`src/core/jbi_pkg.sv`:
```
// Shared constants, types and decode for the jump and field-insert unit.
// Assumes one core clock and 32-bit instruction words from the pipeline.
package jbi_pkg;

  ////////////////////////////////////////////////////////////////////
  // Opcode values.
  localparam logic [5:0] JBI_MAJ_POOL = 6'h00;
  localparam logic [5:0] JBI_MAJ_GOTO = 6'h35;
  localparam logic [5:0] JBI_MAJ_CALL = 6'h3d;
  localparam logic [5:0] JBI_FN_MERGE = 6'h0c;
  localparam logic [5:0] JBI_FN_AXF = 6'h3c;
  localparam logic [9:0] JBI_XF_RCALL = 10'h03c;

  ////////////////////////////////////////////////////////////////////
  // Field positions inside an instruction word, and the lowest region bit of an address.
  localparam int JBI_MAJ_LO = 26;
  localparam int JBI_TGT_LO = 21;
  localparam int JBI_SRC_LO = 16;
  localparam int JBI_TOP_LO = 11;
  localparam int JBI_BOT_LO = 6;
  localparam int JBI_XF_LO = 6;
  localparam int JBI_REGION_LSB = 27;

  ////////////////////////////////////////////////////////////////////
  // Link values, revision threshold and reset values.
  localparam logic [4:0] JBI_LINK_REG = 5'h1f;
  localparam logic [31:0] JBI_LINK_OFS = 32'h00000008;
  localparam int JBI_REV_MERGE = 2;
  localparam logic [31:0] JBI_RST_WORD = 32'h00000000;
  localparam logic [4:0] JBI_RST_IDX = 5'h00;
  localparam logic JBI_RST_ISA = 1'b0;

  // Instruction classes handled by the unit.
  typedef enum {
    JBI_K_NONE, JBI_K_MERGE, JBI_K_GOTO, JBI_K_CALL, JBI_K_RCALL
  } jbi_kind_t;

  // Classifies a 32-bit instruction word.
  function automatic jbi_kind_t jbi_decode(input logic [31:0] w);
    jbi_kind_t k;
    k = JBI_K_NONE;
    case (w[31:JBI_MAJ_LO])
      JBI_MAJ_GOTO: k = JBI_K_GOTO;
      JBI_MAJ_CALL: k = JBI_K_CALL;
      JBI_MAJ_POOL: begin
        if (w[5:0] == JBI_FN_MERGE) begin
          k = JBI_K_MERGE;
        end else if (w[5:0] == JBI_FN_AXF &&
                     w[15:JBI_XF_LO] == JBI_XF_RCALL) begin
          k = JBI_K_RCALL;
        end
      end
      default: k = JBI_K_NONE;
    endcase
    return k;
  endfunction

endpackage

```
`src/core/jbi_if.sv`:
```
// Link between the pipeline end and the execution end of the unit.
// Assumes both ends share clk_in; no clocking is held here.
`timescale 1ns/1ns
interface jbi_if;
  // Issue group, driven by the pipeline end.
  logic issue_valid;
  logic [31:0] issue_instr;
  logic [31:0] issue_pc;
  logic issue_short;
  logic [31:0] src_val;
  logic [31:0] tgt_val;
  // Answer group, driven by the execution end.
  logic wb_valid;
  logic [4:0] wb_idx;
  logic [31:0] wb_data;
  logic redir_valid;
  logic [31:0] redir_pc;
  logic isa_sel;
  logic resv_exc;

  // Execution end.
  modport dev (
    input issue_valid, issue_instr, issue_pc, issue_short,
    input src_val, tgt_val,
    output wb_valid, wb_idx, wb_data, redir_valid, redir_pc,
    output isa_sel, resv_exc
  );

  // Pipeline end.
  modport host (
    output issue_valid, issue_instr, issue_pc, issue_short,
    output src_val, tgt_val,
    input wb_valid, wb_idx, wb_data, redir_valid, redir_pc,
    input isa_sel, resv_exc
  );
endinterface

```
`src/core/jbi_exec_dev.sv`:
```
// Execution end: field merge, region jumps and register jumps.
// Assumes the pipeline end presents at most one instruction per cycle,
// with operands already read, and issues the delay slot after a jump.
`timescale 1ns/1ns
module jbi_exec_dev #(
  parameter int ARCH_REV = 2,
  parameter bit DUAL_ISA = 1'b1
) (
  // Clock and reset.
  input wire logic clk_in,
  input wire logic nrst_in,
  // Link to the pipeline end.
  jbi_if.dev lnk,
  // User side status.
  output logic slot_pending_out
);
  import jbi_pkg::*;

  typedef enum {JBI_S_IDLE, JBI_S_SLOT} jbi_dstate_t;

  ////////////////////////////////////////////////////////////////////
  // State.
  jbi_dstate_t state_reg;
  jbi_dstate_t state_next;
  logic [26:0] pend_low_reg;
  logic [26:0] pend_low_next;
  logic [31:0] pend_src_reg;
  logic [31:0] pend_src_next;
  logic pend_rj_reg;
  logic pend_rj_next;
  logic wb_valid_reg;
  logic wb_valid_next;
  logic [4:0] wb_idx_reg;
  logic [4:0] wb_idx_next;
  logic [31:0] wb_data_reg;
  logic [31:0] wb_data_next;
  logic redir_valid_reg;
  logic redir_valid_next;
  logic [31:0] redir_pc_reg;
  logic [31:0] redir_pc_next;
  logic isa_reg;
  logic isa_next;
  logic exc_reg;
  logic exc_next;
  logic slot_reg;
  logic slot_next;

  ////////////////////////////////////////////////////////////////////
  // Decoded fields of the issued word.
  jbi_kind_t kind;
  logic [4:0] top_bit;
  logic [4:0] bot_bit;
  logic [4:0] tgt_idx;
  logic [31:0] shifted;
  logic [31:0] field_mask;
  logic [31:0] merged;
  logic [31:0] link_addr;

  // Field limits sit in bits 15..11 and 10..6.
  assign top_bit = lnk.issue_instr[JBI_TOP_LO +: 5];
  assign bot_bit = lnk.issue_instr[JBI_BOT_LO +: 5];
  assign tgt_idx = lnk.issue_instr[JBI_TGT_LO +: 5];
  assign kind = jbi_decode(lnk.issue_instr);

  // The return link is the second instruction after the jump.
  assign link_addr = lnk.issue_pc + JBI_LINK_OFS;

  // The source is moved up to the field bottom before masking.
  assign shifted = lnk.src_val << bot_bit;

  // One mask bit per position, set inside bottom..top.
  for (genvar i = 0; i < 32; i++) begin : g_mask
    assign field_mask[i] = (5'(i) >= bot_bit) && (5'(i) <= top_bit);
  end

  // Bits outside the field keep their target value.
  assign merged = (lnk.tgt_val & ~field_mask) |
                  (shifted & field_mask);

  ////////////////////////////////////////////////////////////////////
  // Next-state logic for execution, link and redirect.
  always_comb begin
    state_next = state_reg;
    pend_low_next = pend_low_reg;
    pend_src_next = pend_src_reg;
    pend_rj_next = pend_rj_reg;
    wb_valid_next = 1'b0;
    wb_idx_next = wb_idx_reg;
    wb_data_next = wb_data_reg;
    redir_valid_next = 1'b0;
    redir_pc_next = redir_pc_reg;
    isa_next = isa_reg;
    exc_next = 1'b0;
    slot_next = slot_reg;
    if (lnk.issue_valid) begin
      // The word issued after a jump is its delay slot.
      if (state_reg == JBI_S_SLOT) begin
        // The redirect fires only once the slot is taken.
        redir_valid_next = 1'b1;
        state_next = JBI_S_IDLE;
        slot_next = 1'b0;
        if (pend_rj_reg) begin
          // Bit 0 never reaches the address.
          redir_pc_next = {pend_src_reg[31:1], 1'b0};
          if (DUAL_ISA) begin
            isa_next = pend_src_reg[0];
          end
        end else begin
          // Upper bits follow the slot address, so a jump in the
          // last word of a region lands in the next region.
          redir_pc_next = {lnk.issue_pc[31:JBI_REGION_LSB],
                           pend_low_reg};
        end
      end
      case (kind)
        JBI_K_MERGE: begin
          if (ARCH_REV < JBI_REV_MERGE) begin
            // Older revisions do not know this encoding.
            exc_next = 1'b1;
          end else begin
            wb_valid_next = 1'b1;
            wb_idx_next = tgt_idx;
            wb_data_next = merged;
          end
        end
        JBI_K_GOTO, JBI_K_CALL: begin
          if (state_reg == JBI_S_IDLE) begin
            // Index bits 25..0 shifted left by one.
            pend_low_next = {lnk.issue_instr[25:0], 1'b0};
            pend_rj_next = 1'b0;
            state_next = JBI_S_SLOT;
            slot_next = 1'b1;
            if (kind == JBI_K_CALL) begin
              wb_valid_next = 1'b1;
              wb_idx_next = JBI_LINK_REG;
              wb_data_next = link_addr;
            end
          end
        end
        JBI_K_RCALL: begin
          if (state_reg == JBI_S_IDLE) begin
            // The source is captured now, before the slot can alter it.
            pend_src_next = lnk.src_val;
            pend_rj_next = 1'b1;
            state_next = JBI_S_SLOT;
            slot_next = 1'b1;
            wb_valid_next = 1'b1;
            wb_idx_next = tgt_idx;
            wb_data_next = link_addr;
          end
        end
        default: begin
          wb_valid_next = 1'b0;
        end
      endcase
    end
  end

  ////////////////////////////////////////////////////////////////////
  // Registers.
  always_ff @(posedge clk_in or negedge nrst_in) begin
    if (!nrst_in) begin
      state_reg <= JBI_S_IDLE;
      pend_low_reg <= JBI_RST_WORD[26:0];
      pend_src_reg <= JBI_RST_WORD;
      pend_rj_reg <= 1'b0;
      wb_valid_reg <= 1'b0;
      wb_idx_reg <= JBI_RST_IDX;
      wb_data_reg <= JBI_RST_WORD;
      redir_valid_reg <= 1'b0;
      redir_pc_reg <= JBI_RST_WORD;
      isa_reg <= JBI_RST_ISA;
      exc_reg <= 1'b0;
      slot_reg <= 1'b0;
    end else begin
      state_reg <= state_next;
      pend_low_reg <= pend_low_next;
      pend_src_reg <= pend_src_next;
      pend_rj_reg <= pend_rj_next;
      wb_valid_reg <= wb_valid_next;
      wb_idx_reg <= wb_idx_next;
      wb_data_reg <= wb_data_next;
      redir_valid_reg <= redir_valid_next;
      redir_pc_reg <= redir_pc_next;
      isa_reg <= isa_next;
      exc_reg <= exc_next;
      slot_reg <= slot_next;
    end
  end

  ////////////////////////////////////////////////////////////////////
  // Outputs come straight from the registers.
  assign lnk.wb_valid = wb_valid_reg;
  assign lnk.wb_idx = wb_idx_reg;
  assign lnk.wb_data = wb_data_reg;
  assign lnk.redir_valid = redir_valid_reg;
  assign lnk.redir_pc = redir_pc_reg;
  assign lnk.isa_sel = isa_reg;
  assign lnk.resv_exc = exc_reg;
  assign slot_pending_out = slot_reg;

endmodule

```
`src/flat_wrapper.sv`:
```
// flat-port wrapper written by rule: the top's interface ports become plain ports
module jbi_exec_dev_flat import jbi_pkg::*;
#(
  parameter int ARCH_REV = 2,
  parameter bit DUAL_ISA = 1'b1
)
  (clk_in, nrst_in, slot_pending_out, lnk_issue_valid, lnk_issue_instr, lnk_issue_pc, lnk_issue_short, lnk_src_val, lnk_tgt_val, lnk_wb_valid, lnk_wb_idx, lnk_wb_data, lnk_redir_valid, lnk_redir_pc, lnk_isa_sel, lnk_resv_exc);
  jbi_if lnk_i ();
  input wire logic clk_in;
  input wire logic nrst_in;
  output logic slot_pending_out;
  input wire logic [$bits(lnk_i.issue_valid)-1:0] lnk_issue_valid;
  input wire logic [$bits(lnk_i.issue_instr)-1:0] lnk_issue_instr;
  input wire logic [$bits(lnk_i.issue_pc)-1:0] lnk_issue_pc;
  input wire logic [$bits(lnk_i.issue_short)-1:0] lnk_issue_short;
  input wire logic [$bits(lnk_i.src_val)-1:0] lnk_src_val;
  input wire logic [$bits(lnk_i.tgt_val)-1:0] lnk_tgt_val;
  output wire logic [$bits(lnk_i.wb_valid)-1:0] lnk_wb_valid;
  output wire logic [$bits(lnk_i.wb_idx)-1:0] lnk_wb_idx;
  output wire logic [$bits(lnk_i.wb_data)-1:0] lnk_wb_data;
  output wire logic [$bits(lnk_i.redir_valid)-1:0] lnk_redir_valid;
  output wire logic [$bits(lnk_i.redir_pc)-1:0] lnk_redir_pc;
  output wire logic [$bits(lnk_i.isa_sel)-1:0] lnk_isa_sel;
  output wire logic [$bits(lnk_i.resv_exc)-1:0] lnk_resv_exc;
  assign lnk_i.issue_valid = lnk_issue_valid;
  assign lnk_i.issue_instr = lnk_issue_instr;
  assign lnk_i.issue_pc = lnk_issue_pc;
  assign lnk_i.issue_short = lnk_issue_short;
  assign lnk_i.src_val = lnk_src_val;
  assign lnk_i.tgt_val = lnk_tgt_val;
  assign lnk_wb_valid = lnk_i.wb_valid;
  assign lnk_wb_idx = lnk_i.wb_idx;
  assign lnk_wb_data = lnk_i.wb_data;
  assign lnk_redir_valid = lnk_i.redir_valid;
  assign lnk_redir_pc = lnk_i.redir_pc;
  assign lnk_isa_sel = lnk_i.isa_sel;
  assign lnk_resv_exc = lnk_i.resv_exc;
  jbi_exec_dev #(.ARCH_REV(ARCH_REV), .DUAL_ISA(DUAL_ISA)) u_core (.clk_in(clk_in), .nrst_in(nrst_in), .lnk(lnk_i), .slot_pending_out(slot_pending_out));
endmodule
```
`config.mk`:
```
export PLATFORM = sky130hd
export DESIGN_NAME = jbi_exec_dev_flat
export DESIGN_NICKNAME = d
export VERILOG_FILES = /design/src/core/jbi_pkg.sv /design/src/core/jbi_if.sv /design/src/core/jbi_exec_dev.sv /design/src/flat_wrapper.sv
export SDC_FILE = /design/constraint.sdc
export NUM_CORES = 1
export LEC_CHECK = 0
export BUFFER_PORTS_ARGS = -buffer_cell sky130_fd_sc_hd__buf_2
export CORE_UTILIZATION = 25
export CTS_CLUSTER_DIAMETER = 150
export DETAILED_ROUTE_END_ITERATION = 10
export GPL_ROUTABILITY_DRIVEN = 0
export GPL_TIMING_DRIVEN = 0
export PLACE_DENSITY = 0.53
export SLEW_MARGIN = 15
export SYNTH_ARGS = -nofsm -noshare
export SYNTH_HDL_FRONTEND = slang
export SYNTH_SLANG_ARGS = --single-unit
export TNS_END_PERCENT = 100
```
`constraint.sdc`:
```
create_clock -name clk_in -period 5.9 [get_ports clk_in]
set_input_delay 0.295 -clock clk_in [delete_from_list [all_inputs] [get_ports clk_in]]
set_output_delay 0.295 -clock clk_in [all_outputs]
set_load 0.02 [all_outputs]
```
==> results.sh <==
export IMPL_drive_gt1_frac=0.2988
export IMPL_syn_inst=1044
export IMPL_relSlewSlack=0.3144
export IMPL_power_leakage_nw=5.752
export IMPL_insertion_delay_ns=0.44
export IMPL_num_rows=73
export IMPL_cts_max_level=4
export IMPL_cp_common_cell="clkbuf_1"
export IMPL_synth_area_mm2=0.01013
export IMPL_core_mm2=0.03982
export IMPL_worst_slew_pin_transition_ns=1.028
export IMPL_hpwl_um=32660
export IMPL_initialDrtViolationCount=974
export IMPL_grt_pass1_wl_um=62160
export IMPL_die_width_um=203.3
export IMPL_die_h_um=203.3
export IMPL_cts_hold_buf=1
export IMPL_grt_usage=0.2039
export IMPL_grt_pass1_vias=9447
export IMPL_start_util=0.2545
export IMPL_detail_route_antenna_nets=0
export IMPL_final_min_clock_period_ns=2.933
export IMPL_io_buffers=196
export IMPL_overflow=0
export IMPL_wl_per_cell_um=23.43
export IMPL_cp_required_ns=6.24
export IMPL_crit_path_top_delay_cell="clkbuf_1"
export IMPL_globalRouteMet1Util=0.2762
export IMPL_die_area_mm2=0.04134
export IMPL_end_kind="register"
export IMPL_root_buffer="clkbuf_16"
export IMPL_fin_tns_setup_ns=0
export IMPL_fin_crit_sh=0.4971
export IMPL_slowest_delay_ns=0.60
export IMPL_fin_nets=1395
export IMPL_antenna_found_initial=4
export IMPL_synth_top_flop_cell="dfrtp_1"
export IMPL_post_cts_setup_buffers=0
export IMPL_hold_violations=0
export IMPL_power_per_cell_area_mw_per_mm2=278.7
export IMPL_yosysSeqAreaShare=0.4025
export IMPL_final_util=0.3124
export IMPL_drc=0
export IMPL_worstSetupPathType="in2reg"
export IMPL_grtUsageMet2=0.3156
export IMPL_routed_via_density=5.300
export IMPL_path_buf_inv=4
export IMPL_ys_types=77
export IMPL_totalWireLength_um=42190
export IMPL_crit_family="buffers and inverters"
export IMPL_post_cts_resized=0
export IMPL_ys_warn_count=0
export IMPL_synth_avg_cell_area_um2=9.706
export IMPL_crit_fanout=10
export IMPL_max_cap_viol_count=0
export IMPL_numCtsBuffers=17
export IMPL_synth_edff_count=0
export IMPL_area_growth_pct=22.76
export IMPL_first_pass_iters=7
export IMPL_ys_ff_latch=163
export IMPL_outcome="completed"
export IMPL_clock_sinks=163
export IMPL_cts_max_path_buffers=2
export IMPL_grtUsageMet3=0.05129
export IMPL_final_cell_mix="buf_2 (212), dfrtp_1 (163), nand2_1 (95), nor2_1 (91), clkbuf_1 (79)"
export IMPL_vias=9545
export IMPL_ioPinCount=206
export IMPL_grt_max_degree=83
export IMPL_synthArstFlopShare=1.000
export IMPL_layout_commonest_cell="buf_2"
export IMPL_setup_viol=0
export IMPL_slew_viol_final=0
export IMPL_grt_busiest_layer="met2"
export IMPL_r2r_setup_slack_ns=3.24
export IMPL_nFillCells=4248
export IMPL_cts_tree="done"
export IMPL_clk_pin_slew_ns=0.07
export IMPL_ir_worst_vdd_uv=198.6
export IMPL_cp_start_kind="input port"
export IMPL_worst_ep_arrival_time_ns=3.27
export IMPL_grt_setup_unrepaired="no"
export IMPL_max_freq_ghz=0.3410
export IMPL_skew_ns=0.007491
export IMPL_holdCritPathClass="in2reg"
export IMPL_path_cells="clkbuf_1 -> clkbuf_1 -> clkbuf_1 -> clkbuf_1 -> nor2_1 -> mux2i_1 -> a211oi_1 -> a21o_1"
[worst paths after layout]
kind,start,endpoint,cells after the start
worst min-delay path,lnk_issue_instr[25],u_core.pend_low_reg[26],2
worst max-delay path,lnk_issue_instr[9],u_core.lnk.wb_data[1],8
min in group asynchronous,nrst_in,u_core.lnk.redir_pc[18],2
max in group asynchronous,nrst_in,u_core.lnk.wb_data[6],3
worst min register to register,u_core.state_reg[27],u_core.state_reg[27],1
worst max register to register,u_core.state_reg[25],u_core.lnk.redir_pc[29],7
[cells in the mapped netlist, types with 11 or more instances]
library cell | count | area (µm²)
buf_2 | 17 | 85.08
mux2_2 | 76 | 855.8
mux2i_1 | 77 | 770.7
xor2_1 | 17 | 148.9
nor3_1 | 26 | 130.1
nand3_1 | 22 | 110.1
a21oi_1 | 70 | 350.3
nand2_1 | 95 | 356.6
mux4_2 | 26 | 585.6
inv_1 | 11 | 41.29
nor2_1 | 91 | 341.6
nand4_1 | 12 | 75.07
dfrtp_1 | 163 | 4079
a31oi_1 | 16 | 100.1
clkbuf_1 | 79 | 296.5
nor4_1 | 14 | 87.58
o21ai_0 | 41 | 205.2
[where the power goes]
part	internal, mW	switching, mW
logic	0.348	0.592
registers	1.26	0.0825
clock network	0.664	0.516
total	2.28	1.19
[area by class of cell]
type | instances | area (µm²) | area share
tap | 525 | 656.9 | 0.05281
inverter | 12 | 45.04 | 0.003621
sequential | 163 | 4079 | 0.3279
clock buffer | 19 | 452.9 | 0.03641
timing repair buffer | 198 | 1028 | 0.08268
clock inverter | 13 | 161.4 | 0.01298
buffer | 114 | 498.0 | 0.04003
multi-input combinational | 756 | 5515 | 0.4434
antenna | 1 | 2.502 | 0.0002012
[worst reg2reg max path, stage by stage, from the launching register on]
cell and delay, ns:
dfrtp_1 0.38, nor4b_1 0.32, nand4_1 0.25, nor2_1 0.18, and2_1 0.17, clkbuf_1 0.47
clkbuf_1 0.59, a21oi_1 0.14
[metal layers]
layer / wire length (µm) / vias to the layer above / share of wire
li1: - / 4248 / -
met5: 22 / - / 0.00052
met3: 4264 / 97 / 0.10
met4: 1276 / 4 / 0.030
met1: 17850 / 4644 / 0.42
met2: 18780 / 552 / 0.45
[logic make-up (layout without fill, tap and decap cells)]
family                     after synthesis  count (layout)  synth area share
AOI/OAI and AO/OA                      232             232            0.1525
xor gates and xnor gates                26              26           0.02247
adders and majority gates                1               1          0.001235
buffers and inverters                  126             356           0.05359
DFF                                    163             163            0.4025
muxes                                  179             179            0.2183
other                                    1               3         0.0003701
and+or+nand+nor                        316             316            0.1490
[through the flow]
| stage | hold WS (ns) | power (mW) | cell area, µm² | cells | setup slack, ns |
|---|---|---|---|---|---|
| floorplan | -0.0005911 | 1.904 | 10140 | 1045 | 3.726 |
| global placement | 0.4415 | 2.292 | 11780 | 1766 | 1.823 |
| detailed placement | 0.3552 | 2.301 | 11810 | 1767 | 2.710 |
| CTS | 0.07002 | 3.497 | 12440 | 1800 | 3.160 |
| global route | 0.07633 | 3.620 | 12440 | 1801 | 2.947 |
| finish | 0.09267 | 3.466 | 12440 | 1801 | 2.967 |
No activity file was read; power rests on OpenSTA's default activity.
